<file path="src/core/touch_proximity_map.vh">
// Register offsets, field positions and reset values for the proximity
// and ambient calibration block. Included by the design; definitions only.
`ifndef TOUCH_PROXIMITY_MAP_VH
`define TOUCH_PROXIMITY_MAP_VH

`define HOLD_SKIP_OFFSET    8'h02
`define LEVEL_OFFSET        8'h03
`define RECAL_OFFSET        8'h04
`define SENS_OFFSET         8'h05
`define MODE_OFFSET         8'h06
`define STATUS_OFFSET       8'h07
`define AMBIENT_OFFSET      8'h08

`define SKIP_LSB            0
`define SKIP_MSB            3
`define FP_HOLD_LSB         4
`define FP_HOLD_MSB         7
`define LP_HOLD_LSB         8
`define LP_HOLD_MSB         11
`define RATE_LSB            0
`define RATE_MSB            7
`define RECAL_LVL_LSB       8
`define RECAL_LVL_MSB       13
`define SF_LVL_LSB          14
`define SF_LVL_MSB          15
`define FP_RECAL_LSB        0
`define FP_RECAL_MSB        9
`define LP_RECAL_LSB        10
`define LP_RECAL_MSB        15

`define HOLD_SKIP_RESET     16'h0000
`define LEVEL_RESET         16'h0000
`define RECAL_RESET         16'h0000
`define SENS_RESET          16'h0000
`define MODE_RESET          16'h0000

`define FP_HOLD_MULT        16
`define LP_HOLD_MULT        4

`endif

</file>
<file path="src/core/touch_proximity_calibration.v">
// Proximity detection and ambient calibration control for one sensor stage.
// Assumes conversion results arrive on one clock with a valid pulse, and an
// end-of-sequence pulse per completed conversion sequence.
`include "touch_proximity_map.vh"

module touch_proximity_calibration #(
  parameter DW = 16
) (
  input  wire          clock,           // 125 MHz system clock
  input  wire          resetn,          // Asynchronous reset, active low
  input  wire [7:0]    reg_addr,        // Register word address
  input  wire [15:0]   reg_wdata,       // Register write data
  input  wire          reg_wr,          // Write strobe
  input  wire          reg_rd,          // Read strobe
  output reg  [15:0]   reg_rdata,       // Read data, one cycle after strobe
  input  wire          conv_valid,      // Conversion result valid pulse
  input  wire [DW-1:0] conv_data,       // Conversion result
  input  wire          seq_done,        // Conversion sequence complete pulse
  input  wire          low_power,       // Low power mode level
  output wire          int_n,           // Touch interrupt, active low
  output reg           cal_enabled,     // Ambient calibration currently enabled
  output reg           proximity        // Proximity indication
);

  reg  [15:0]   hold_skip_q;
  reg  [15:0]   level_q;
  reg  [15:0]   recal_q;
  reg  [15:0]   sens_q;
  reg  [15:0]   offsets_q;
  reg  [DW-1:0] ff_q [0:3];
  reg  [DW-1:0] sf0_q;
  reg  [DW-1:0] sf1_q;
  reg  [DW-1:0] ambient_q;
  reg  [3:0]    skip_cnt_q;
  reg  [13:0]   hold_cnt_q;
  reg           holding_q;
  reg  [9:0]    recal_cnt_q;
  reg           recal_pend_q;
  reg  [1:0]    recal_ph_q;
  reg           touch_q;
  reg           touch_high_q;
  reg           touch_low_q;
  integer       i;
  integer       j;

  wire [3:0]  skip_cnt   = hold_skip_q[`SKIP_MSB:`SKIP_LSB];
  wire [3:0]  fp_hold    = hold_skip_q[`FP_HOLD_MSB:`FP_HOLD_LSB];
  wire [3:0]  lp_hold    = hold_skip_q[`LP_HOLD_MSB:`LP_HOLD_LSB];
  wire [7:0]  det_rate   = level_q[`RATE_MSB:`RATE_LSB];
  wire [5:0]  recal_lvl  = level_q[`RECAL_LVL_MSB:`RECAL_LVL_LSB];
  wire [1:0]  sf_lvl     = level_q[`SF_LVL_MSB:`SF_LVL_LSB];
  wire [9:0]  fp_recal   = recal_q[`FP_RECAL_MSB:`FP_RECAL_LSB];
  wire [5:0]  lp_recal   = recal_q[`LP_RECAL_MSB:`LP_RECAL_LSB];

  function [DW-1:0] absdiff;
    input [DW-1:0] a;
    input [DW-1:0] b;
    begin
      absdiff = (a > b) ? a - b : b - a;
    end
  endfunction

  // Sensitivity fraction in 1/64: 16 steps from 16/64 (25 %) to 61/64 (95.3 %)
  function [DW-1:0] scale;
    input [7:0] off;
    input [3:0] sel;
    reg   [15:0] prod;
    begin
      prod  = off * ({2'h0, sel} * 6'h03 + 6'h10);
      scale = {{(DW-10){1'b0}}, prod[15:6]};
    end
  endfunction

  // Hold-off multipliers at the width of the hold-off counter
  localparam [13:0] FP_MULT = `FP_HOLD_MULT;
  localparam [13:0] LP_MULT = `LP_HOLD_MULT;

  // Address decode for the register port
  wire          wr_hold_skip = reg_wr && (reg_addr == `HOLD_SKIP_OFFSET);
  wire          wr_level     = reg_wr && (reg_addr == `LEVEL_OFFSET);
  wire          wr_recal     = reg_wr && (reg_addr == `RECAL_OFFSET);
  wire          wr_sens      = reg_wr && (reg_addr == `SENS_OFFSET);
  wire          wr_offsets   = reg_wr && (reg_addr == `MODE_OFFSET);

  // Fast FIFO average and the three comparator distances
  wire [DW+1:0] ff_sum    = ff_q[0] + ff_q[1] + ff_q[2] + ff_q[3];
  wire [DW-1:0] ff_avg    = ff_sum[DW+1:2];
  wire [DW-1:0] ff_delta  = absdiff(ff_q[0], ff_q[3]);
  wire [DW-1:0] avg_delta = absdiff(ff_avg, ambient_q);
  wire [DW-1:0] sf_delta  = absdiff(sf0_q, sf1_q);
  wire          prox1     = ff_delta > {{(DW-8){1'b0}}, det_rate};
  wire          prox2     = avg_delta > {{(DW-6){1'b0}}, recal_lvl};
  wire          prox_now  = prox1 | prox2;
  wire          sf_enable = sf_delta > {{(DW-2){1'b0}}, sf_lvl};

  // Threshold distances; both thresholds saturate instead of wrapping
  wire [DW-1:0] pos_step  = scale(offsets_q[7:0], sens_q[3:0]);
  wire [DW-1:0] neg_step  = scale(offsets_q[15:8], sens_q[7:4]);
  wire [DW:0]   hi_sum    = {1'b0, ambient_q} + {1'b0, pos_step};
  wire [DW-1:0] hi_thr    = hi_sum[DW] ? {DW{1'b1}} : hi_sum[DW-1:0];
  wire [DW-1:0] lo_thr    = (ambient_q >= neg_step) ? ambient_q - neg_step
                                                    : {DW{1'b0}};
  wire          over_hi   = conv_data > hi_thr;
  wire          under_lo  = conv_data < lo_thr;

  // Timing lengths, counted in completed sequences
  wire          above_lvl = (conv_data > ambient_q) &&
                            (conv_data - ambient_q > {{(DW-6){1'b0}}, recal_lvl});
  wire [13:0]   hold_len  = low_power ? {10'h000, lp_hold} * LP_MULT
                                      : {10'h000, fp_hold} * FP_MULT;
  wire [9:0]    recal_len = low_power ? {4'h0, lp_recal} : fp_recal;
  wire          ff_push   = conv_valid && (skip_cnt_q >= skip_cnt);
  wire          recal_go  = recal_pend_q && recal_ph_q == 2'h0;
  wire          recal_due = above_lvl && proximity && seq_done && !recal_pend_q &&
                            (recal_cnt_q + 10'h001 >= recal_len);
  wire          amb_track = conv_valid && sf_enable && !proximity &&
                            cal_enabled && !touch_q;

  assign int_n = ~(touch_high_q | touch_low_q);

  // Hold-off and skip control; bits 15:12 are not kept
  always @(posedge clock or negedge resetn) begin
    if (!resetn) begin
      hold_skip_q <= `HOLD_SKIP_RESET;
    end else if (wr_hold_skip) begin
      hold_skip_q <= {4'h0, reg_wdata[11:0]};
    end
  end

  // Detection rate, recalibration level and slow update level
  always @(posedge clock or negedge resetn) begin
    if (!resetn) begin
      level_q <= `LEVEL_RESET;
    end else if (wr_level) begin
      level_q <= reg_wdata;
    end
  end

  // Recalibration timeout counts
  always @(posedge clock or negedge resetn) begin
    if (!resetn) begin
      recal_q <= `RECAL_RESET;
    end else if (wr_recal) begin
      recal_q <= reg_wdata;
    end
  end

  // Sensitivity selects; bits 15:8 are not kept
  always @(posedge clock or negedge resetn) begin
    if (!resetn) begin
      sens_q <= `SENS_RESET;
    end else if (wr_sens) begin
      sens_q <= {8'h00, reg_wdata[7:0]};
    end
  end

  // High and low threshold offsets
  always @(posedge clock or negedge resetn) begin
    if (!resetn) begin
      offsets_q <= `MODE_RESET;
    end else if (wr_offsets) begin
      offsets_q <= reg_wdata;
    end
  end

  // Read data stand for the one cycle after the strobe, zero otherwise
  always @(posedge clock or negedge resetn) begin
    if (!resetn) begin
      reg_rdata <= 16'h0000;
    end else if (reg_rd) begin
      case (reg_addr)
        `HOLD_SKIP_OFFSET: reg_rdata <= hold_skip_q;
        `LEVEL_OFFSET:     reg_rdata <= level_q;
        `RECAL_OFFSET:     reg_rdata <= recal_q;
        `SENS_OFFSET:      reg_rdata <= sens_q;
        `MODE_OFFSET:      reg_rdata <= offsets_q;
        `STATUS_OFFSET:    reg_rdata <= {10'h000, recal_pend_q, holding_q, touch_low_q,
                                         touch_high_q, cal_enabled, proximity};
        `AMBIENT_OFFSET:   reg_rdata <= ambient_q[15:0];
        default:           reg_rdata <= 16'h0000;
      endcase
    end else begin
      reg_rdata <= 16'h0000;
    end
  end

  // Skip counter; a lowered skip count takes effect on the next result
  always @(posedge clock or negedge resetn) begin
    if (!resetn) begin
      skip_cnt_q <= 4'h0;
    end else if (conv_valid) begin
      skip_cnt_q <= ff_push ? 4'h0 : skip_cnt_q + 4'h1;
    end
  end

  // Fast FIFO, newest word in slot 0
  always @(posedge clock or negedge resetn) begin
    if (!resetn) begin
      for (i = 0; i < 4; i = i + 1) begin
        ff_q[i] <= {DW{1'b0}};
      end
    end else if (ff_push) begin
      ff_q[0] <= conv_data;
      for (j = 1; j < 4; j = j + 1) begin
        ff_q[j] <= ff_q[j-1];
      end
    end
  end

  // Slow FIFO; a forced recalibration reloads its older word
  always @(posedge clock or negedge resetn) begin
    if (!resetn) begin
      sf0_q <= {DW{1'b0}};
      sf1_q <= {DW{1'b0}};
    end else begin
      if (conv_valid) begin
        sf0_q <= conv_data;
      end
      if (recal_go) begin
        sf1_q <= ff_avg;
      end else if (amb_track) begin
        sf1_q <= sf0_q;
      end
    end
  end

  // Ambient level
  always @(posedge clock or negedge resetn) begin
    if (!resetn) begin
      ambient_q <= {DW{1'b0}};
    end else if (recal_go) begin
      ambient_q <= ff_avg;
    end else if (amb_track) begin
      ambient_q <= sf0_q;
    end
  end

  // Registered proximity indication
  always @(posedge clock or negedge resetn) begin
    if (!resetn) begin
      proximity <= 1'b0;
    end else begin
      proximity <= prox_now;
    end
  end

  // Calibration freeze and hold-off after proximity clears
  always @(posedge clock or negedge resetn) begin
    if (!resetn) begin
      cal_enabled <= 1'b1;
      holding_q   <= 1'b0;
      hold_cnt_q  <= 14'h0000;
    end else if (prox_now) begin
      cal_enabled <= 1'b0;
      holding_q   <= 1'b0;
      hold_cnt_q  <= 14'h0000;
    end else if (proximity) begin
      holding_q  <= 1'b1;
      hold_cnt_q <= 14'h0000;
    end else if (holding_q && seq_done) begin
      if (hold_cnt_q + 14'h0001 >= hold_len) begin
        holding_q   <= 1'b0;
        cal_enabled <= !touch_q;
        hold_cnt_q  <= 14'h0000;
      end else begin
        hold_cnt_q <= hold_cnt_q + 14'h0001;
      end
    end else if (!holding_q && !cal_enabled && !touch_q) begin
      cal_enabled <= 1'b1;
    end
  end

  // Recalibration timeout, restarted whenever the hover condition drops
  always @(posedge clock or negedge resetn) begin
    if (!resetn) begin
      recal_cnt_q <= 10'h000;
    end else if (!above_lvl || !proximity) begin
      recal_cnt_q <= 10'h000;
    end else if (seq_done && !recal_pend_q) begin
      recal_cnt_q <= recal_due ? 10'h000 : recal_cnt_q + 10'h001;
    end
  end

  // Recalibration spans two sequences before another may start
  always @(posedge clock or negedge resetn) begin
    if (!resetn) begin
      recal_pend_q <= 1'b0;
      recal_ph_q   <= 2'h0;
    end else if (recal_due) begin
      recal_pend_q <= 1'b1;
    end else if (recal_pend_q && seq_done) begin
      if (recal_ph_q == 2'h1) begin
        recal_pend_q <= 1'b0;
        recal_ph_q   <= 2'h0;
      end else begin
        recal_ph_q <= recal_ph_q + 2'h1;
      end
    end else if (recal_go) begin
      recal_ph_q <= 2'h0;
    end
  end

  // Contact detection against both thresholds
  always @(posedge clock or negedge resetn) begin
    if (!resetn) begin
      touch_high_q <= 1'b0;
      touch_low_q  <= 1'b0;
      touch_q      <= 1'b0;
    end else if (conv_valid) begin
      touch_high_q <= over_hi;
      touch_low_q  <= under_lo;
      touch_q      <= over_hi | under_lo;
    end
  end

endmodule

</file>
<file path="config.mk">
export PLATFORM = sky130hd
export DESIGN_NAME = touch_proximity_calibration
export DESIGN_NICKNAME = d
export VERILOG_FILES = /design/src/core/touch_proximity_calibration.v
export VERILOG_INCLUDE_DIRS = /design/src /design/src/core
export SDC_FILE = /design/constraint.sdc
export NUM_CORES = 1
export LEC_CHECK = 0
export CORE_MARGIN = 2
export CORE_UTILIZATION = 40
export DETAILED_ROUTE_END_ITERATION = 7
export DONT_BUFFER_PORTS = 1
export PLACE_DENSITY = 0.56
export SYNTH_ARGS = -nofsm -noshare
export SYNTH_HDL_FRONTEND = slang
export SYNTH_SLANG_ARGS = --single-unit
</file>
<file path="constraint.sdc">
create_clock -name clock -period 27.1 [get_ports clock]
set_input_delay 5.42 -clock clock [delete_from_list [all_inputs] [get_ports clock]]
set_output_delay 5.42 -clock clock [all_outputs]
set_load 0.02 [all_outputs]
</file>
==> key figures, run 1 <==
STA
  • Fin crit share: 36.0%
  • Final count of pins violating max slew: 0
  • Fin. Hold Viols: 0
  • Final Skew: 0.0199 ns
  • Slew @ Worst Pin: 1.04 ns
  • Final Critical Period: 9.75 ns
  • Total negative slack: 0 ns
  • Fmax: 103 MHz
  • Relative slew slack: 30.5%
  • Final setup viols: 0
  • RSZ-0062 raised after global routing: no
  • Final WS setup: 17.35 ns

Yosys
  • Post-synthesis register bit count: 217
  • Synthesized area per cell: 8.94 sq um
  • Post-synthesis compound-gate area fraction: 17.1%
  • Synth top area cells: dfrtp_1, ha_1, fa_1, mux2_2, inv_1
  • Mux share of post-synthesis cell area: 7.27%
  • Synth Area in Simple Gates: 16.4%
  • Seq/Total Area, Yosys: 24.3%
  • Syn Inst Count: 2,498
  • Yosys cell types: 87
  • Synth Area in Adders: 25.5%
  • EDFF count, synth: 0
  • Synth top area share: 24.2%
  • Post-synth top flop: dfrtp_1
  • Ys Warns: 0
  • Synth Area in XOR/XNOR: 4.00%
  • Largest family of logic cells by synthesized area: adder cells
  • Area of the mapped netlist: 22,300 sq um
  • Net Count, Synth: 2,940
  • FFs w/ async S/R, synth: 100%
  • Synth area leader: dfrtp_1

Clock tree
  • Clk root buf: clkbuf_16
  • TritonCTS clock tree: done
  • # Post-CTS Setup Buffers: 0
  • Reg clk slew, reported paths: 0.06 ns
  • H-tree Lvls: 1
  • Clk Latency, worst-skew pair: 0.57 ns
  • CTS sink cnt: 217
  • Clock Path Buffers: 3
  • CTS buffer count: 25
  • Resized Gates After CTS: 0
  • Hold_buf cts: 0

Hold path
  • Hold path start: ff_q[16]
  • WHS Path Cells: 2
  • Hold endpoint: ff_q[16]
  • Min-delay worst type: reg2reg

GRT
  • First-pass GRT wire length: 106,000 um
  • Initial antenna violation count: 1
  • Number of global-route vias before repair: 18.3k
  • Largest net degree at the start of global routing: 218
  • All-Layer GR Usage: 23.5%
  • Overflow after GRT: 0

Critical path
  • Critical setup path kind: reg2reg
  • Critical path peak fanout: 9
  • Stages on the worst setup path: 39
  • Reg2reg path depth: 39
  • Buf+Inv Stages, Crit Path: 3
  • CP peak stage delay: 0.55 ns
  • Top delay family on crit path: adder cells
  • Critical R2R Launch: sens_q[1]
  • Kind of start point of the critical path: flop
  • Worst EP arrival: 10.20 ns
  • WP data required: 27.55 ns
  • Flop2flop setup slack: 17.35 ns
  • FF-to-FF End: touch_q
  • Crit. Startpoint: sens_q[1]
  • Setup crit end kind: flop
  • Critical path's slowest cell: fa_1

Routing
  • Wire per inst: 20.7 um
  • Vias: 18.2k
  • Pre-antenna DRT Iters: 7
  • DR vias/cell: 5.65
  • Initial drt markers: 1,447
  • Routed Antenna Nets: 0
  • Detailed Route WL: 66,800 um
  • DR DRC count: 0

Floorplanning
  • Row count: 86
  • Area of the die: 57,700 sq um
  • I/O Pins: 66
  • Die X: 240 um
  • Core box area: 55,100 sq um
  • Die span in y: 240 um
  • Initial core utilization: 40.5%

Placement
  • HPWL Detailed: 52,000 um
  • PortBufs: 0
  • Post-Place Setup Slack: 17.46 ns
  • Dpl cell area: 23,000 sq um
  • RePlAce Congestion: 0.922

Flow run
  • Max_cap viols: 0

Finish
  • Layout cells sized above 1: 8.25%
  • Inserted Diodes: 0
  • Area Overhead vs Synth: 6.94%
  • # nets final: 2,898
  • Post-route cell area: 23,900 sq um

Outcome
  • Status: complete, no violations
state kept, by name, indices dropped and copies added, names as in the netlist, 14 cells and up:
signal      count
ambient_q      16
ff_q           64
hold_cnt_q     14
level_q        16
offsets_q      16
recal_q        16
reg_rdata      16
sf0_q          16
final cells by class:
| class | instances | area, sq um |
|---|---|---|
| Fill cell | 5442 | 31200 |
| Sequential cell | 217 | 5430 |
| Clock buffer | 34 | 709 |
| Clock inverter | 10 | 120 |
| Multi-Input combinational cell | 1964 | 15700 |
| Tap cell | 748 | 936 |
| Timing Repair Buffer | 15 | 113 |
| Inverter | 233 | 875 |
Yosys cell counts, types with 14 or more instances:
| cell type | count |
|---|---|
| inv_1 | 233 |
| nor2_1 | 129 |
| a31oi_1 | 32 |
| ha_1 | 296 |
| a22oi_1 | 18 |
| o21ai_0 | 155 |
| mux2_2 | 114 |
| mux2i_1 | 34 |
| o21bai_1 | 16 |
| fa_1 | 99 |
| clkbuf_1 | 66 |
| nand2_1 | 205 |
| nor2b_1 | 35 |
| nand4_1 | 24 |
| o22ai_1 | 14 |
| a21oi_1 | 149 |
| nor3_1 | 52 |
| nand2b_1 | 32 |
| nand3_1 | 71 |
| dfrtp_1 | 216 |
| o21a_1 | 37 |
| and3_1 | 34 |
| xnor2_1 | 62 |
| a21o_1 | 53 |
| xor2_1 | 40 |
| and2_1 | 67 |
per-stage QoR:
step	util, %	instances	hold slack (ns)
after floorplan	-	2498	0.449
after global placement	41.8	3177	0.464
after detailed placement	41.8	3177	0.471
after CTS	43.3	3221	0.485
after global routing	43.3	3221	0.521
final	43.3	3221	0.477
cell families (layout without fill, tap and decap cells):
| group | after synthesis | in the layout |
|---|---|---|
| AOI/OAI and AO/OA | 596 | 596 |
| xor gates and xnor gates | 102 | 102 |
| adders and majority gates | 395 | 395 |
| buffers and inverters | 317 | 292 |
| DFF | 217 | 217 |
| muxes | 148 | 148 |
| and+or+nand+nor | 723 | 723 |
routing by layer:
layer / vias up / wire length [um] / track usage, %
met1: 8929 / 29600 / 31.2
li1: 8712 / - / -
met2: 434 / 31600 / 39.8
met4: 4 / 1990 / 6.40
met3: 104 / 3570 / 3.33
met5: - / 26 / 0
cells in the final DEF (no fill, tap or decap), types with 7 or more instances in the layout:
cell type | netlist | routed
and2_1 | 67 | 67
buf_4 | 2 | 15
nand2b_1 | 32 | 32
fa_1 | 99 | 99
o21bai_1 | 16 | 16
nand4b_1 | 7 | 7
a21oi_1 | 149 | 149
o21ai_0 | 155 | 155
nand3b_1 | 12 | 12
a222oi_1 | 10 | 10
mux2i_1 | 34 | 34
nand3_1 | 71 | 71
a22oi_1 | 18 | 18
dfrtp_1 | 216 | 216
nor2_1 | 129 | 129
a21boi_0 | 10 | 10
xnor2_1 | 62 | 62
nand4_1 | 24 | 24
a31oi_1 | 32 | 32
o211ai_1 | 13 | 13
o22ai_1 | 14 | 14
xor2_1 | 40 | 40
o31ai_1 | 9 | 9
mux2_2 | 114 | 114
a21o_1 | 53 | 53
or3_1 | 12 | 12
nor2b_1 | 35 | 35
ha_1 | 296 | 296
clkbuf_16 | 0 | 25
o21a_1 | 37 | 37
nand2_1 | 205 | 204
and3_1 | 34 | 34
inv_1 | 233 | 233
nor3_1 | 52 | 52
a211oi_1 | 12 | 12
tightest hold or removal path, cell delays in order, from the launching register on:
cell	delay, ns
dfrtp_1	0.34
nand2_1	0.05
o21ai_0	0.06
how the worst max path moves through the flow:
stage / to / slack [ns]
finish: touch_q / 17.35
detailed placement: touch_q / 17.46
global route: touch_q / 16.26
floorplan: touch_q / 18.34
global placement: touch_q / 17.66
CTS: touch_q / 17.39
Power of run 1 is left out: the tool's default activity adds up to more than one toggle a clock period on the data nets, which glitch-free logic cannot reach.
==> run 2: changes to the inputs <==
==> constraint.sdc (replaced) <==
create_clock -name clock -period 9.1 [get_ports clock]
set_input_delay 1.82 -clock clock [delete_from_list [all_inputs] [get_ports clock]]
set_output_delay 1.82 -clock clock [all_outputs]
set_load 0.02 [all_outputs]
==> run 2 against run 1 <==
- cell count increased by 0.75%
- non-clock buffer count rose by 23
- routed wire length fell by 0.32%
- register-to-register slack worse by 17 ns
- clock-buffer cell count unchanged
- die area unchanged
==> key figures, run 2 (synthesis gave the netlist of run 1 again) <==
STA
  • Final Critical Period: 8.66 ns
  • Total negative slack: 0 ns
  • Slew @ Worst Pin: 1.26 ns
  • Fin. Hold Viols: 0
  • Final Skew: 0.0188 ns
  • Fmax: 115 MHz
  • Fin Hold WS: 0.488 ns
  • Fin crit share: 95.2%
  • Final setup viols: 0
  • Final WS setup: 0.437 ns
  • Relative slew slack: 15.9%
  • Final count of pins violating max slew: 0

Floorplanning
  • Row count: 86
  • Area of the die: 57,700 sq um
  • Core box area: 55,100 sq um
  • Die span in y: 240 um
  • Initial core utilization: 40.5%
  • I/O Pins: 66
  • Die X: 240 um

Clock tree
  • Clk root buf: clkbuf_16
  • Clk Latency, worst-skew pair: 0.57 ns
  • Clock Path Buffers: 3
  • CTS sink cnt: 217
  • H-tree Lvls: 1
  • CTS buffer count: 25
  • TritonCTS clock tree: done
  • Reg clk slew, reported paths: 0.06 ns

Routing
  • DR vias/cell: 5.64
  • Initial drt markers: 1,305
  • Detailed Route WL: 66,600 um
  • Vias: 18.3k
  • Pre-antenna DRT Iters: 7
  • Routed Antenna Nets: 0
  • Wire per inst: 20.5 um
  • DR DRC count: 0

Flow run
  • Max_cap viols: 0

GRT
  • First-pass GRT wire length: 104,000 um
  • Largest net degree at the start of global routing: 218
  • Number of global-route vias before repair: 18.2k
  • All-Layer GR Usage: 23.2%
  • Initial antenna violation count: 1
  • Overflow after GRT: 0

Critical path
  • Worst path most repeated cell: ha_1
  • Setup crit end kind: flop
  • Kind of start point of the critical path: flop
  • CP peak stage delay: 0.54 ns
  • WP data required: 9.55 ns
  • Critical path's slowest cell: fa_1
  • Critical setup path kind: reg2reg
  • Flop2flop setup slack: 0.44 ns
  • Worst EP arrival: 9.11 ns
  • Critical path peak fanout: 7

Hold path
  • Min-delay worst type: reg2reg

Placement
  • Post-Place Setup Slack: 0.0552 ns
  • RePlAce Congestion: 0.921
  • HPWL Detailed: 52,100 um
  • Dpl cell area: 23,200 sq um
  • PortBufs: 0

Finish
  • Layout fillers: 5,413
  • Biggest register: ff_q
  • Layout cells sized above 1: 9.86%
  • Most frequent cells in the layout: ha_1, inv_1, dfrtp_1, nand2_1, o21ai_0
  • Max reg flops: 64
  • Leading cell type in the layout, fill and taps excluded: ha_1
  • Area Overhead vs Synth: 8.59%
  • Post-route cell area: 24,200 sq um
  • # nets final: 2,921

Outcome
  • Status: complete, no violations
run 2: metal layers:
layer / GRT usage [%] / vias to the layer above / wire (um) / part of all wire [%]
li1: - / 8762 / - / -
met1: 30.7 / 8997 / 29700 / 45
met2: 40.0 / 451 / 31600 / 47
met3: 3.28 / 100 / 3580 / 5.4
met4: 5.55 / 0 / 1730 / 2.6
met5: 0 / - / 0 / 0
run 2: final cells by class:
cell class | count | area [sq um] | area share [%]
Clock buffer | 34 | 709 | 2.93
Sequential cell | 217 | 5430 | 22.4
Timing Repair Buffer | 38 | 285 | 1.18
Clock inverter | 10 | 215 | 0.888
Inverter | 233 | 875 | 3.61
Multi-Input combinational cell | 1964 | 15800 | 65.1
Antenna cell | 1 | 2.50 | 0.0103
Tap cell | 748 | 936 | 3.86
run 2: worst paths after layout:
kind	depth (start not counted)	end	from
min	2	ff_q[16]	ff_q[16]
min reg2reg	2	ff_q[16]	ff_q[16]
min in group asynchronous	0	ambient_q[8]	resetn
max	36	touch_q	sens_q[5]
max reg2reg	36	touch_q	sens_q[5]
max in group asynchronous	0	offsets_q[15]	resetn
run 2: stage by stage:
stage,utilization (%),instances
floorplan,-,2498
global placement,42.1,3196
detailed placement,42.1,3196
CTS,43.8,3240
global route,44.0,3244
finish,44.0,3245
run 2: critical path: cells and delay by family (launching register included):
kind                       cells  cell delay, ns
adders and majority gates     10            3.98
xor gates and xnor gates       1            0.15
muxes                          1            0.14
buffers and inverters          5            0.36
AOI/OAI and AO/OA              8            1.53
DFF                            1            0.42
and+or+nand+nor               11            1.99
run 2: timing repair:
| action | 4_1_cts | 5_1_grt |
|---|---|---|
| setup buffers | 0 | 4 |
| setup endpoints to repair | 1 | 9 |
| resized for setup | 1 | 31 |
| hold buffers | 0 | 0 |
| pin swaps | 0 | 4 |
Power of run 2 is left out for the same reason.
